<file path="src/core/accum_pkg.sv">
// constants for the measurement and accumulation path
package accum_pkg;
    localparam int ADC_W = 12;
    localparam int PWR_W = 24;
    localparam int ACC_W = 56;
    localparam int TALLY_W = 32;
    localparam int SUM_W = 19;
    localparam int PTR_W = 7;
    localparam int CNT_W = 8;
    localparam int ADDR_W = 8;
    localparam int DATA_W = 32;
    // register byte offsets
    localparam logic [7:0] OFF_CTRL = 8'h00;
    localparam logic [7:0] OFF_RANGE = 8'h04;
    localparam logic [7:0] OFF_CMD = 8'h08;
    localparam logic [7:0] OFF_RAIL = 8'h0c;
    localparam logic [7:0] OFF_SHUNT = 8'h10;
    localparam logic [7:0] OFF_RAIL_MEAN = 8'h14;
    localparam logic [7:0] OFF_SHUNT_MEAN = 8'h18;
    localparam logic [7:0] OFF_POWER = 8'h1c;
    localparam logic [7:0] OFF_ACC_LO = 8'h20;
    localparam logic [7:0] OFF_ACC_HI = 8'h24;
    localparam logic [7:0] OFF_TALLY = 8'h28;
    localparam logic [7:0] OFF_STATUS = 8'h2c;
    // field positions
    localparam int CTRL_AVG_LSB = 0;
    localparam int CTRL_AA = 3;
    localparam int CTRL_SRC_LSB = 4;
    localparam int CTRL_BULK = 6;
    localparam int CTRL_RATE_LSB = 8;
    localparam int RANGE_RAIL_LSB = 0;
    localparam int RANGE_SHUNT_LSB = 2;
    localparam int CMD_REFRESH = 0;
    localparam int CMD_CLEAR = 1;
    // reset values and codes
    localparam logic [2:0] AVG_RESET = 3'h1;
    localparam logic [2:0] AVG_MAX = 3'h5;
    localparam logic [7:0] AVG_MIN_DEPTH = 8'h04;
    localparam logic [2:0] AVG_MIN_SHIFT = 3'h2;
    localparam logic [2:0] RATE_RESET = 3'h2;
    localparam logic [1:0] RNG_UNI = 2'h0;
    localparam logic [1:0] RNG_BIP = 2'h1;
    localparam logic [1:0] RNG_HALF = 2'h2;
    localparam logic [1:0] SRC_POWER = 2'h0;
    localparam logic [1:0] SRC_SHUNT = 2'h1;
    localparam logic [1:0] SRC_RAIL = 2'h2;
    localparam logic [2:0] RATE_8192 = 3'h0;
    localparam logic [2:0] RATE_4096 = 3'h1;
    localparam logic [2:0] RATE_1024 = 3'h2;
    localparam logic [2:0] RATE_256 = 3'h3;
    localparam logic [2:0] RATE_64 = 3'h4;
    localparam logic [2:0] RATE_8 = 3'h5;
    localparam logic [3:0] SHIFT_4096 = 4'h1;
    localparam logic [3:0] SHIFT_1024 = 4'h3;
    localparam logic [3:0] SHIFT_256 = 4'h5;
    localparam logic [3:0] SHIFT_64 = 4'h7;
    localparam logic [3:0] SHIFT_8 = 4'ha;
    localparam logic signed [11:0] HALF_POS_LIM = 12'sh3ff;
    localparam logic signed [11:0] HALF_NEG_LIM = 12'shc00;
    localparam logic [11:0] POS_MAX = 12'h7ff;
    localparam logic [11:0] NEG_MIN = 12'h800;
    localparam logic [55:0] ACC_MAX = 56'h7f_ffff_ffff_ffff;
    localparam logic [55:0] ACC_MIN = 56'h80_0000_0000_0000;
endpackage

</file>
<file path="src/core/power_accum.sv">
// measurement formatting, rolling means and energy accumulation
// Contract
// shunt result kept as 12-bit value
// default sense format is unsigned unipolar
// bipolar sense results are two's complement
// code 10b halves range per channel
// rail weight doubles only in full bipolar
// shunt weight doubles only in full bipolar
// raw samples signed, formatted only when stored
// means built from signed internal samples
// internal means per cycle, copies on refresh
// depth field resets to 001b, eight
// depths 4 to 128 selectable
// codes ascend from 4, spare codes 128
// means valid after configured sample count
// depth change clears and restarts averaging
// single mean reads refused until valid
// bulk mean reads never refused
// power is 12x12 signed 24-bit product
// each sample added into energy accumulator
// energy bipolar if either channel bipolar
// adaptive mode accumulates as 8192 sps
// adaptive mode left-shifts slower samples
// adaptive mode advances tally by scale
// shift log2 of 8192 over rate
// host should pick bipolar, eight samples
// adaptive mode follows its control bit
// source select power, shunt or rail
// accumulator and tally saturate and hold
// accumulation always uses signed values
`timescale 1ns/100ps
`default_nettype none

module rolling_mean (
    // clock and reset
    input wire logic clk_i,
    input wire logic rst_n_i,
    // control
    input wire logic clr_i,
    input wire logic push_i,
    input wire logic [2:0] sel_i,
    input wire logic signed [accum_pkg::ADC_W-1:0] sample_i,
    // result
    output logic signed [accum_pkg::ADC_W-1:0] mean_o,
    output logic full_o
);
    logic signed [accum_pkg::ADC_W-1:0] mem [2**accum_pkg::PTR_W];
    logic [accum_pkg::PTR_W-1:0] wr_q;
    logic [accum_pkg::CNT_W-1:0] cnt_q;
    logic signed [accum_pkg::SUM_W-1:0] sum_q;
    wire logic [accum_pkg::CNT_W-1:0] depth;
    wire logic [accum_pkg::PTR_W-1:0] old_idx;
    wire logic signed [accum_pkg::SUM_W-1:0] drop;
    wire logic signed [accum_pkg::SUM_W-1:0] sum_d;
    wire logic [2:0] shift;

    assign depth = accum_pkg::AVG_MIN_DEPTH << sel_i;
    assign old_idx = wr_q - depth[accum_pkg::PTR_W-1:0];
    assign full_o = cnt_q >= depth;
    assign drop = full_o ? accum_pkg::SUM_W'(mem[old_idx]) : '0;
    assign sum_d = sum_q + accum_pkg::SUM_W'(sample_i) - drop;
    assign shift = sel_i + accum_pkg::AVG_MIN_SHIFT;
    assign mean_o = accum_pkg::ADC_W'(sum_q >>> shift);

    // sample history, no reset needed
    always_ff @(posedge clk_i)
    begin
        if (push_i)
        begin
            mem[wr_q] <= sample_i;
        end
    end

    always_ff @(posedge clk_i or negedge rst_n_i)
    begin
        if (!rst_n_i)
        begin
            wr_q <= '0;
            cnt_q <= '0;
            sum_q <= '0;
        end
        else if (clr_i)
        begin
            cnt_q <= '0;
            sum_q <= '0;
        end
        else if (push_i)
        begin
            wr_q <= wr_q + 1'b1;
            sum_q <= sum_d;
            cnt_q <= cnt_q + accum_pkg::CNT_W'(!full_o);
        end
    end
endmodule

module power_accum (
    // clock and reset
    input wire logic REF_CLK_I,
    input wire logic RESETN_I,
    // apb slave
    input wire logic PSEL_I,
    input wire logic PENABLE_I,
    input wire logic PWRITE_I,
    input wire logic [accum_pkg::ADDR_W-1:0] PADDR_I,
    input wire logic [accum_pkg::DATA_W-1:0] PWDATA_I,
    output logic [accum_pkg::DATA_W-1:0] PRDATA_O,
    output logic PREADY_O,
    output logic PSLVERR_O,
    // converter link
    input wire logic CONV_CLK_I,
    input wire logic [accum_pkg::ADC_W-1:0] RAIL_RAW_I,
    input wire logic [accum_pkg::ADC_W-1:0] SHUNT_RAW_I,
    input wire logic LOW_RATE_I
);
    logic [2:0] clk_sync_q;
    logic [1:0] low_sync_q;
    logic signed [accum_pkg::ADC_W-1:0] rail_s1_q, rail_s2_q;
    logic signed [accum_pkg::ADC_W-1:0] shunt_s1_q, shunt_s2_q;
    logic [2:0] avg_code_q, rate_q;
    logic adaptive_scaling_enable_q, bulk_q;
    logic [1:0] src_q, rail_range_select_q, shunt_range_select_q;
    logic signed [accum_pkg::ADC_W-1:0] rail_last_q, shunt_last_q;
    logic signed [accum_pkg::PWR_W-1:0] power_product_q;
    logic [accum_pkg::ACC_W-1:0] energy_accumulator_q;
    logic [accum_pkg::TALLY_W-1:0] sample_tally_q;
    logic [accum_pkg::ADC_W-1:0] rail_rd_q, shunt_rd_q, rmean_rd_q, smean_rd_q;
    logic [accum_pkg::PWR_W-1:0] pwr_rd_q;
    logic [accum_pkg::ACC_W-1:0] acc_rd_q;
    logic [accum_pkg::TALLY_W-1:0] tally_rd_q;
    logic [accum_pkg::DATA_W-1:0] prdata_q;
    logic pready_q, pslverr_q;

    wire logic conv_evt, setup, wr_ok, avg_clr, refresh, acc_clr;
    wire logic sel_ctrl, sel_range, sel_cmd, sel_rail, sel_shunt, sel_rmean;
    wire logic sel_smean, sel_pwr, sel_alo, sel_ahi, sel_tally, sel_stat;
    wire logic is_mean, mapped, avg_valid, smean_full, energy_bipolar, pslverr_d;
    wire logic [2:0] avg_new, avg_sel, eff_rate;
    wire logic [3:0] shift;
    wire logic signed [accum_pkg::ADC_W-1:0] rail_mean, shunt_mean;
    wire logic signed [accum_pkg::PWR_W-1:0] pwr_now;
    wire logic signed [accum_pkg::ACC_W-1:0] acc_pick, acc_inc;
    wire logic [accum_pkg::ACC_W:0] acc_sum;
    wire logic [accum_pkg::ACC_W-1:0] acc_d;
    wire logic acc_hold;
    wire logic [accum_pkg::TALLY_W:0] tally_sum;
    wire logic [accum_pkg::TALLY_W-1:0] tally_d;
    wire logic [accum_pkg::DATA_W-1:0] ctrl_word, rdata_d;

    // signed raw sample to stored register form
    function automatic logic [11:0] fmt(input logic signed [11:0] v, input logic [1:0] rng);
        logic [11:0] r;
        r = v;
        case (rng)
            accum_pkg::RNG_UNI: r = v[11] ? '0 : 12'(v <<< 1);
            accum_pkg::RNG_HALF:
                if (v > accum_pkg::HALF_POS_LIM)
                    r = accum_pkg::POS_MAX;
                else if (v < accum_pkg::HALF_NEG_LIM)
                    r = accum_pkg::NEG_MIN;
                else
                    r = 12'(v <<< 1);
            default: r = v;
        endcase
        return r;
    endfunction

    // active rate to adaptive shift
    function automatic logic [3:0] rate_shift(input logic [2:0] rate);
        logic [3:0] s;
        case (rate)
            accum_pkg::RATE_4096: s = accum_pkg::SHIFT_4096;
            accum_pkg::RATE_1024: s = accum_pkg::SHIFT_1024;
            accum_pkg::RATE_256: s = accum_pkg::SHIFT_256;
            accum_pkg::RATE_64: s = accum_pkg::SHIFT_64;
            accum_pkg::RATE_8: s = accum_pkg::SHIFT_8;
            default: s = '0;
        endcase
        return s;
    endfunction

    // link edge detect and apb decode
    assign conv_evt = clk_sync_q[1] & ~clk_sync_q[2];
    assign setup = PSEL_I & ~PENABLE_I;
    assign wr_ok = PSEL_I & PENABLE_I & PWRITE_I & pready_q & ~pslverr_q;
    assign sel_ctrl = PADDR_I == accum_pkg::OFF_CTRL;
    assign sel_range = PADDR_I == accum_pkg::OFF_RANGE;
    assign sel_cmd = PADDR_I == accum_pkg::OFF_CMD;
    assign sel_rail = PADDR_I == accum_pkg::OFF_RAIL;
    assign sel_shunt = PADDR_I == accum_pkg::OFF_SHUNT;
    assign sel_rmean = PADDR_I == accum_pkg::OFF_RAIL_MEAN;
    assign sel_smean = PADDR_I == accum_pkg::OFF_SHUNT_MEAN;
    assign sel_pwr = PADDR_I == accum_pkg::OFF_POWER;
    assign sel_alo = PADDR_I == accum_pkg::OFF_ACC_LO;
    assign sel_ahi = PADDR_I == accum_pkg::OFF_ACC_HI;
    assign sel_tally = PADDR_I == accum_pkg::OFF_TALLY;
    assign sel_stat = PADDR_I == accum_pkg::OFF_STATUS;
    assign is_mean = sel_rmean | sel_smean;
    assign mapped = sel_ctrl | sel_range | sel_cmd | sel_rail | sel_shunt | is_mean
        | sel_pwr | sel_alo | sel_ahi | sel_tally | sel_stat;
    assign pslverr_d = ~mapped | (~PWRITE_I & is_mean & ~avg_valid & ~bulk_q);
    assign avg_new = PWDATA_I[accum_pkg::CTRL_AVG_LSB +: 3];
    assign avg_clr = wr_ok & sel_ctrl & (avg_new != avg_code_q);
    assign refresh = wr_ok & sel_cmd & PWDATA_I[accum_pkg::CMD_REFRESH];
    assign acc_clr = wr_ok & sel_cmd & PWDATA_I[accum_pkg::CMD_CLEAR];
    assign avg_sel = (avg_code_q > accum_pkg::AVG_MAX) ? accum_pkg::AVG_MAX : avg_code_q;
    assign avg_valid = smean_full;

    // power and accumulation datapath
    assign pwr_now = rail_s2_q * shunt_s2_q;
    assign eff_rate = low_sync_q[1] ? accum_pkg::RATE_8 : rate_q;
    assign shift = adaptive_scaling_enable_q ? rate_shift(eff_rate) : '0;
    assign acc_pick = (src_q == accum_pkg::SRC_SHUNT) ? accum_pkg::ACC_W'(shunt_s2_q)
        : (src_q == accum_pkg::SRC_RAIL) ? accum_pkg::ACC_W'(rail_s2_q)
        : accum_pkg::ACC_W'(pwr_now);
    assign acc_inc = acc_pick <<< shift;
    assign acc_sum = {energy_accumulator_q[accum_pkg::ACC_W-1], energy_accumulator_q}
        + {acc_inc[accum_pkg::ACC_W-1], acc_inc};
    assign acc_d = (acc_sum[accum_pkg::ACC_W] != acc_sum[accum_pkg::ACC_W-1])
        ? (acc_sum[accum_pkg::ACC_W] ? accum_pkg::ACC_MIN : accum_pkg::ACC_MAX)
        : acc_sum[accum_pkg::ACC_W-1:0];
    assign acc_hold = (energy_accumulator_q == accum_pkg::ACC_MAX)
        | (energy_accumulator_q == accum_pkg::ACC_MIN);
    assign tally_sum = {1'b0, sample_tally_q} + (33'h1 << shift);
    assign tally_d = tally_sum[accum_pkg::TALLY_W] ? '1 : tally_sum[accum_pkg::TALLY_W-1:0];
    assign energy_bipolar = (rail_range_select_q != accum_pkg::RNG_UNI)
        | (shunt_range_select_q != accum_pkg::RNG_UNI);

    // read mux
    assign ctrl_word = {21'h0, rate_q, 1'b0, bulk_q, src_q, adaptive_scaling_enable_q, avg_code_q};
    assign rdata_d = sel_ctrl ? ctrl_word
        : sel_range ? {28'h0, shunt_range_select_q, rail_range_select_q}
        : sel_rail ? {20'h0, rail_rd_q}
        : sel_shunt ? {20'h0, shunt_rd_q}
        : sel_rmean ? {20'h0, rmean_rd_q}
        : sel_smean ? {20'h0, smean_rd_q}
        : sel_pwr ? {8'h0, pwr_rd_q}
        : sel_alo ? acc_rd_q[31:0]
        : sel_ahi ? {8'h0, acc_rd_q[55:32]}
        : sel_tally ? tally_rd_q
        : sel_stat ? {30'h0, energy_bipolar, avg_valid}
        : '0;

    rolling_mean u_rail_mean (
        .clk_i(REF_CLK_I),
        .rst_n_i(RESETN_I),
        .clr_i(avg_clr),
        .push_i(conv_evt),
        .sel_i(avg_sel),
        .sample_i(rail_s2_q),
        .mean_o(rail_mean),
        .full_o()
    );

    rolling_mean u_shunt_mean (
        .clk_i(REF_CLK_I),
        .rst_n_i(RESETN_I),
        .clr_i(avg_clr),
        .push_i(conv_evt),
        .sel_i(avg_sel),
        .sample_i(shunt_s2_q),
        .mean_o(shunt_mean),
        .full_o(smean_full)
    );

    // synchronisers for the converter link
    always_ff @(posedge REF_CLK_I or negedge RESETN_I)
    begin
        if (!RESETN_I)
        begin
            clk_sync_q <= '0;
            low_sync_q <= '0;
            rail_s1_q <= '0;
            rail_s2_q <= '0;
            shunt_s1_q <= '0;
            shunt_s2_q <= '0;
        end
        else
        begin
            clk_sync_q <= {clk_sync_q[1:0], CONV_CLK_I};
            low_sync_q <= {low_sync_q[0], LOW_RATE_I};
            rail_s1_q <= RAIL_RAW_I;
            rail_s2_q <= rail_s1_q;
            shunt_s1_q <= SHUNT_RAW_I;
            shunt_s2_q <= shunt_s1_q;
        end
    end

    // configuration registers
    always_ff @(posedge REF_CLK_I or negedge RESETN_I)
    begin
        if (!RESETN_I)
        begin
            avg_code_q <= accum_pkg::AVG_RESET;
            rate_q <= accum_pkg::RATE_RESET;
            adaptive_scaling_enable_q <= 1'b0;
            bulk_q <= 1'b0;
            src_q <= accum_pkg::SRC_POWER;
            rail_range_select_q <= accum_pkg::RNG_UNI;
            shunt_range_select_q <= accum_pkg::RNG_UNI;
        end
        else if (wr_ok & sel_ctrl)
        begin
            avg_code_q <= avg_new;
            adaptive_scaling_enable_q <= PWDATA_I[accum_pkg::CTRL_AA];
            src_q <= PWDATA_I[accum_pkg::CTRL_SRC_LSB +: 2];
            bulk_q <= PWDATA_I[accum_pkg::CTRL_BULK];
            rate_q <= PWDATA_I[accum_pkg::CTRL_RATE_LSB +: 3];
        end
        else if (wr_ok & sel_range)
        begin
            rail_range_select_q <= PWDATA_I[accum_pkg::RANGE_RAIL_LSB +: 2];
            shunt_range_select_q <= PWDATA_I[accum_pkg::RANGE_SHUNT_LSB +: 2];
        end
    end

    // per-sample state and accumulator
    always_ff @(posedge REF_CLK_I or negedge RESETN_I)
    begin
        if (!RESETN_I)
        begin
            rail_last_q <= '0;
            shunt_last_q <= '0;
            power_product_q <= '0;
            energy_accumulator_q <= '0;
            sample_tally_q <= '0;
        end
        else
        begin
            if (conv_evt)
            begin
                rail_last_q <= rail_s2_q;
                shunt_last_q <= shunt_s2_q;
                power_product_q <= pwr_now;
            end
            if (acc_clr)
            begin
                energy_accumulator_q <= '0;
                sample_tally_q <= '0;
            end
            else if (conv_evt)
            begin
                energy_accumulator_q <= acc_hold ? energy_accumulator_q : acc_d;
                sample_tally_q <= tally_d;
            end
        end
    end

    // host-visible copies, refreshed on command only
    always_ff @(posedge REF_CLK_I or negedge RESETN_I)
    begin
        if (!RESETN_I)
        begin
            rail_rd_q <= '0;
            shunt_rd_q <= '0;
            rmean_rd_q <= '0;
            smean_rd_q <= '0;
            pwr_rd_q <= '0;
            acc_rd_q <= '0;
            tally_rd_q <= '0;
        end
        else if (refresh)
        begin
            rail_rd_q <= fmt(rail_last_q, rail_range_select_q);
            shunt_rd_q <= fmt(shunt_last_q, shunt_range_select_q);
            rmean_rd_q <= fmt(rail_mean, rail_range_select_q);
            smean_rd_q <= fmt(shunt_mean, shunt_range_select_q);
            pwr_rd_q <= power_product_q;
            acc_rd_q <= energy_accumulator_q;
            tally_rd_q <= sample_tally_q;
        end
    end

    // apb answer, one wait-free access phase
    always_ff @(posedge REF_CLK_I or negedge RESETN_I)
    begin
        if (!RESETN_I)
        begin
            pready_q <= 1'b0;
            pslverr_q <= 1'b0;
            prdata_q <= '0;
        end
        else
        begin
            pready_q <= setup;
            pslverr_q <= setup & pslverr_d;
            prdata_q <= (setup & ~PWRITE_I & ~pslverr_d) ? rdata_d : '0;
        end
    end

    assign PRDATA_O = prdata_q;
    assign PREADY_O = pready_q;
    assign PSLVERR_O = pslverr_q;
endmodule

`default_nettype wire

</file>
<file path="config.mk">
export PLATFORM = sky130hd
export DESIGN_NAME = power_accum
export DESIGN_NICKNAME = d
export VERILOG_FILES = /design/src/core/accum_pkg.sv /design/src/core/power_accum.sv
export SDC_FILE = /design/constraint.sdc
export NUM_CORES = 2
export LEC_CHECK = 0
export BUFFER_PORTS_ARGS = -buffer_cell sky130_fd_sc_hd__clkbuf_2
export CAP_MARGIN = 25
export CORE_ASPECT_RATIO = 1.4
export CORE_MARGIN = 2
export CORE_UTILIZATION = 49
export CTS_BUF_LIST = sky130_fd_sc_hd__clkbuf_4 sky130_fd_sc_hd__clkbuf_8
export DETAILED_ROUTE_END_ITERATION = 8
export PLACE_DENSITY = 0.63
export SYNTH_ARGS = -nofsm -noshare
export SYNTH_HDL_FRONTEND = slang
export SYNTH_SLANG_ARGS = --single-unit
export TNS_END_PERCENT = 50
</file>
<file path="constraint.sdc">
create_clock -name REF_CLK_I -period 24.4 [get_ports REF_CLK_I]
set_clock_uncertainty 0.05 [all_clocks]
set_input_delay 2.44 -clock REF_CLK_I [delete_from_list [all_inputs] [get_ports REF_CLK_I]]
set_output_delay 2.44 -clock REF_CLK_I [all_outputs]
set_load 0.02 [all_outputs]
</file>
**Word-level counts from Yosys, hierarchy flattened**

Memory sizes are Yosys's and may differ from the RTL's.
Index checks and enable logic that the tools add are counted.

- Eq/ne operators: 25
- Shifts and indexed selects: 5
- Reduce and logical (&&, ||, !) cells: 12
- $mul: 1
- Bitwise operators: 42
- Add/subtract/negate cells: 13
- $lt $le $gt $ge: 11
- Mux-type cells: 54

Operators by type and width:

| cell | number |
|---|---|
| 32-bit two-way mux | 14 |
| 56-bit two-way mux | 7 |
| 12-bit two-way mux | 12 |
| 19-bit two-way mux | 6 |
| 12-bit one-hot mux with 2 select lines | 4 |
| 56-bit by 56-bit adder with 57-bit output | 1 |
| 56-bit by 55-bit == test with 1-bit output (second input constant) | 1 |
| 56-bit == test (second input constant) | 1 |
| 56-bit by 4-bit <<< shifter with 56-bit output | 1 |
| 12-bit by 11-bit > comparator with 1-bit output (second input constant) | 4 |
| 12-bit by 11-bit less-than comparator with 1-bit output (second input constant) | 4 |
| 19-bit by 12-bit adder with 19-bit output | 2 |
| 19-bit by 3-bit >>> shifter with 12-bit output | 2 |
| 19-bit subtractor | 2 |
| 32-bit by 33-bit adder with 33-bit output | 1 |
| 1-bit by 4-bit left shift with 33-bit output (first input constant) | 1 |
| 8-bit by 5-bit == test with 1-bit output (second input constant) | 4 |
| 8-bit by 6-bit == test with 1-bit output (second input constant) | 4 |
| 8-bit two-way mux | 4 |
| 12-bit by 12-bit multiplier with 24-bit output | 1 |
| 4-bit one-hot mux with 5 select lines | 1 |
| 1-bit AND | 18 |
| 8-bit by 1-bit adder with 8-bit output | 2 |
| 8-bit by 4-bit == test with 1-bit output (second input constant) | 2 |
| other kinds (26) | 64 |

- Memories kept: 2
- Register bits: 465
- Output and inout port bits: 34
- Bits in writable memories: 3072
- Input bits: 71
- Logic and storage cells: 199

Memories:

| name | words | bits a word | rd ports | clocked after memory_dff | write ports | line | source |
|---|---|---|---|---|---|---|---|
| u_rail_mean.mem | 128 | 12 | 1 | 0 | 1 | power_accum.sv:47 | `logic signed [accum_pkg::ADC_W-1:0] mem [2**accum_pkg::PTR_W];` |
| u_shunt_mean.mem | 128 | 12 | 1 | 0 | 1 | power_accum.sv:47 |  |

**Longest topological paths before layout**

- Depth in word-level cells: 16
- Gate-level depth with buffers: 37
- Mapped depth without buffers: 33

**Hierarchy**

From an unflattened synthesis, not the netlist that was laid out.

- Cell total of the unflattened synthesis: 8981
- Area total of the unflattened synthesis: 153599.8 um^2

Modules (own cells, without submodules):

| module | times used | seq. area each (um^2) | cells each | area an instance (um^2) |
|---|---|---|---|---|
| rolling_mean (u_shunt_mean) | 1 | 46975.1 | 3104 | 63141.8 |
| rolling_mean (u_rail_mean) | 1 | 46975.1 | 2942 | 63036.7 |
| power_accum | 1 | 9937.0 | 2935 | 27421.3 |

**Worst setup path after synthesis**

Ideal clock, no wire load.

- Path type: register -> register
- Start: register rail_s2_q[11] (netlist name)
- End: register energy_accumulator_q[22] (netlist name)
- Library setup time: 126 ps
- Data arrival time: 10680 ps
- Period minus slack after synthesis: 10856 ps
- Data required time: 24224 ps
- Stages on the path, launching flop included: 34
- Setup slack: 13544 ps
- Path buffers: 4
- Path through: dfrtp_1 -> clkbuf_1 -> clkinv_1 -> nor2_1 -> inv_1 -> fa_1 -> inv_1 -> fa_1 -> fa_1 -> fa_1 -> inv_1 -> fa_1 -> inv_1 -> ha_1 -> nand3_1 -> o21ai_0 -> a211oi_1 -> o41ai_1 -> xnor2_1 -> a21oi_1 -> ha_1 -> clkbuf_1 -> a21o_1 -> a21o_1 -> a221oi_1 -> o31a_1 -> o22a_1 -> o31a_1 -> o21ai_0 -> o2111a_1 -> o41a_1 -> buf_6 -> buf_6 -> a221o_1

- Word-level cells in the longest chain between the ends: 10
- Elaborated cells between the ends (all ways): 11
- Classes of those cells: add/sub: 1; mul: 1; eq/ne: 1; shift: 1; mux: 7

RTL lines:

| element | line | source |
|---|---|---|
| from (decl) | power_accum.sv:117 | `logic signed [accum_pkg::ADC_W-1:0] rail_s1_q, rail_s2_q;` |
| from (signal assigned) | power_accum.sv:282 | `rail_s2_q <= rail_s1_q;` |
| 12-bit by 12-bit multiplier with 24-bit output | power_accum.sv:209 | `assign pwr_now = rail_s2_q * shunt_s2_q;` |
| 56-bit two-way mux * | power_accum.sv:213 | `: (src_q == accum_pkg::SRC_RAIL) ? accum_pkg::ACC_W'(rail_s2_q)` |
| 56-bit two-way mux * | power_accum.sv:212 | `assign acc_pick = (src_q == accum_pkg::SRC_SHUNT) ? accum_pkg::ACC_W'(shunt_s2_q)` |
| 56-bit by 4-bit <<< shifter with 56-bit output * | power_accum.sv:215 | `assign acc_inc = acc_pick <<< shift;` |
| 56-bit by 56-bit adder with 57-bit output * | power_accum.sv:217 | `+ {acc_inc[accum_pkg::ACC_W-1], acc_inc};` |
| 56-bit two-way mux or 1-bit inequality test (tied branches) | power_accum.sv:219, power_accum.sv:218 |  |
| 56-bit two-way mux * | power_accum.sv:219 | `? (acc_sum[accum_pkg::ACC_W] ? accum_pkg::ACC_MIN : accum_pkg::ACC_MAX)` |
| 56-bit two-way mux * | power_accum.sv:342 | `energy_accumulator_q <= acc_hold ? energy_accumulator_q : acc_d;` |
| 56-bit two-way mux * | power_accum.sv:340 | `else if (conv_evt)` |
| 56-bit two-way mux * | power_accum.sv:335 | `if (acc_clr)` |
| to (signal assigned) | power_accum.sv:342 |  |
| to (decl) | power_accum.sv:124 | `logic [accum_pkg::ACC_W-1:0] energy_accumulator_q;` |

Every way passes the cells marked *; elsewhere a longest branch is shown, timed or not. The select of a mux whose other input is x is not followed.
A chain may end at the register's enable or synchronous reset.

**Final worst setup path**

- Start: register rail_s2_q[11] (netlist name)
- End: register energy_accumulator_q[5] (netlist name)

Same word-level chain as after synthesis.

==> metrics.md <==
| Metric | Value |
|---|---|
| Seq/Total Area, Yosys | 0.684 |
| Unrepaired setup endpoints after global routing | false |
| First-pass DRT Iterations | 6 |
| Hold Crit Class | reg -> reg |
| # Post-CTS Setup Buffers | 0 |
| Ys Warns | 0 |
| Hold_sp | rail_s1_q[7] |
| Skew-Pair Late Insertion Delay | 1080 ps |
| DRT iter0 DRCs | just under 8000 |
| Clock Path Buffers | 4 |
| Endpoints failing setup | 0 |
| Total number of vias | between 80000 and 90000 |
| Cells on Worst Hold Path | 0 |
| Core area | 308000 um2 |
| Critical path type | reg -> reg |
| Arrival time worst endpoint | between 10000 and 15000 ps |
| Initial antenna violation count | 5 |
| Cells after Synth | 8839 |
| Hold Buf Count CTS | 0 |
| Gr usage total | 0.243 |
| Final Hold Viols | 0 |
| Reg-to-reg setup timing slack | 11790 ps |
| Setup TNS | 0 ps |
| DIE WIDTH | approximately 470 um |
| Layout Nets | 9782 |
| Tcrit/Tclk final | 0.517 |
| Clock slew seen by the registers of the worst setup and hold paths | approximately 60 ps |
| Share of cells above drive strength 1 | 0.248 |
| Crit-path most repeated cell | fa_1 |
| Post-DP HPWL | between 200000 and 250000 um |
| Startpoint Class | flop |
| Layout fillers | about 24000 |
| Slew Viols, Final | 0 |
| Global-route wire length before repair | 566000 um |
| H-tree depth | 6 |
| Critical Path Sink Type | flop |
| Pin count of the biggest net entering global routing | 110 |
| CP max stage delay | 1030 ps |
| Crit path required time | 25310 ps |
| Die area | around 310000 um2 |
| Synth Area per Inst | 17.2 um2 |
| Worst r2r path cells | 33 |
| Synth Cell Area | between 150000 and 200000 um2 |
| DRC errors left | 0 |
| Rel. slew slack | 0.274 |
| Die Height | approximately 660 um |
| Routability Congestion | between 0.8 and 0.9 |
| CTS tree | done |
| Wire length per cell | around 28 um |
| Clock Sinks | around 3500 |
| Synth unique cells | 84 |
| Detail Route Antenna Nets | 0 |
| Min Clock Period, post-route | 12610 ps |
| Post-CTS sizing | 0 |
| Routed vias/inst | a little under 6 |
| Slew of the pin with the lowest slew margin | roughly 1100 ps |
| FFs w/ async S/R, synth | 0.131 |
| Synth-to-layout area growth | 11.8% |
| CTS root buf | clkbuf_8 |
| Maximum clock rate | between 70 and 80 MHz |
| Routed wire length | between 300000 and 400000 um |
| GRT overflow | 0 |
| Yosys reg bits | 3537 |
| I/O pin total | around 110 |
| R2R Path Start | rail_s2_q[11] |
| Max Cap Violations | 0 |
| Port bufs | 82 |
| Reg2reg end | energy_accumulator_q[5] |
| CTS buffer count | approximately 540 |
| Synth Flop Type | edfxtp_1 |
| Hold EP | rail_s2_q[7] |
| CP max stage cell | clkinv_1 |
| Initial core utilization | 0.493 |
| Number of enable flip-flop cells after synthesis | 3072 |
| Crit path max fanout | 54 |
| Vias in the first global route | between 80000 and 90000 |
| Status | completed |
| # rows | roughly 240 |
-- routing by layer --
layer  up-vias  track usage  wire [um]
met5         -            0          0
met4         0        0.102      17100
met3       715       0.0353      21800
met2      2922        0.414     196000
met1     43100        0.312     147000
li1      35600            -          -
-- state kept, by name, indices dropped and copies added (netlist names), 19 cells and up --
name and cells:
tally_rd_q 32, u_rail_mean.sum_q 19, sample_tally_q 32, pwr_rd_q 24, PRDATA_O 32, power_product_q 24, energy_accumulator_q 56, acc_rd_q 56
u_shunt_mean.sum_q 19, u_shunt_mean.mem 1536, u_rail_mean.mem 1536
-- cell usage after synthesis (28+ instances only) --
library cell  number  area [um2]
a211oi_1          90         676
a21o_1            42         315
a21oi_1          261        1310
a221o_1           53         531
a22oi_1           49         368
a31oi_1           70         438
and2_1            41         257
buf_1            124         465
clkbuf_1         337        1260
dfrtp_1          463       11600
edfxtp_1        3072       92200
fa_1             176        3520
ha_1             191        2390
inv_1            350        1310
mux2i_1          107        1070
mux4_2           962       21700
nand2_1          844        3170
nand3_1           77         385
nand4_1           49         307
nor2_1           571        2140
nor2b_1           32         200
nor3_1            51         255
nor4_1            28         175
o21a_1            50         375
o21ai_0          201        1010
xnor2_1           90         788
xor2_1            52         455
-- cell families after synthesis --
logic type | Yosys count | share of synthesized area
other | 1 | 0.0000247
flip-flops | 3537 | 0.684
adder cells (fa/ha/maj) | 376 | 0.0395
buffers and inverters | 843 | 0.0213
AND/OR/NAND/NOR | 1817 | 0.0509
multiplexers | 1090 | 0.151
XOR/XNOR | 142 | 0.00818
AO/OA/AOI/OAI | 1033 | 0.0454
-- how the worst max path moves through the flow --
| stage | slack, ps | start | to |
|---|---|---|---|
| after global routing | 11140 | rail_s2_q[11] | energy_accumulator_q[4] |
| final | 11790 | rail_s2_q[11] | energy_accumulator_q[5] |
| after floorplan | 13540 | rail_s2_q[11] | energy_accumulator_q[22] |
| after global placement | 11620 | rail_s2_q[11] | energy_accumulator_q[29] |
| after CTS | 11370 | rail_s2_q[11] | energy_accumulator_q[24] |
| after detailed placement | 11420 | rail_s2_q[11] | energy_accumulator_q[24] |
-- cell type report --
cell class	count	area, um2	area share
clock buffer	755	9320	0.0548
timing repair buffer	437	3410	0.0201
inverter	357	1340	0.00789
sequential	3537	104000	0.612
antenna	6	15.0	0.0000884
tap	4131	5170	0.0304
clock inverter	202	1380	0.00810
multi-input combinational	4468	45200	0.266
-- cell usage in the layout, fill, tap and decap left out, types with 26 or more instances in the layout --
master    synthesis  routed
dfrtp_1         463     434
dfrtp_4           0      28
nand2_1         844     843
ha_1            191     189
fa_1            176     176
nor2_1          571     523
a21o_1           42      42
a221o_1          53      53
xnor2_1          90      88
nor2_2            0      44
a211oi_1         90      90
xor2_1           52      52
nor2b_1          32      31
o21a_1           50      50
nor3_1           51      49
clkinv_1          6     103
and2_1           41      41
clkbuf_2          0      81
nand2b_1         27      26
clkbuf_4          0     172
inv_1           350     350
nand3_1          77      74
clkinv_2          0      52
buf_4             0     314
nor4_1           28      26
mux2i_1         107     107
a31oi_1          70      69
clkbuf_8          0     583
edfxtp_1       3072    3072
o21ai_0         201     201
buf_6             6      27
a22oi_1          49      49
mux4_2          962     962
a21oi_1         261     258
nand4_1          49      49
-- stage by stage --
step	std cells	utilization	area (um2)	hold slack, ps	setup slack [ps]
global placement	12800	0.513	158000	285	11620
floorplan	8848	-	152000	281	13540
global route	13900	0.551	170000	287	11140
detailed placement	12900	0.515	159000	286	11420
finish	13900	0.551	170000	273	11790
CTS	13900	0.550	169000	273	11370
-- worst max-delay path, delay by kind of cell, from the launching register on --
family / cells / cell delay (ps)
and+or+nand+nor: 2 / 580
buffers and inverters: 7 / 1800
xor gates and xnor gates: 1 / 180
adders and majority gates: 7 / 3200
DFF: 1 / 950
AOI/OAI and AO/OA: 16 / 5690
Power is not shown: default switching activity piles up to over one toggle a cycle in this logic, so the estimate is an artifact.
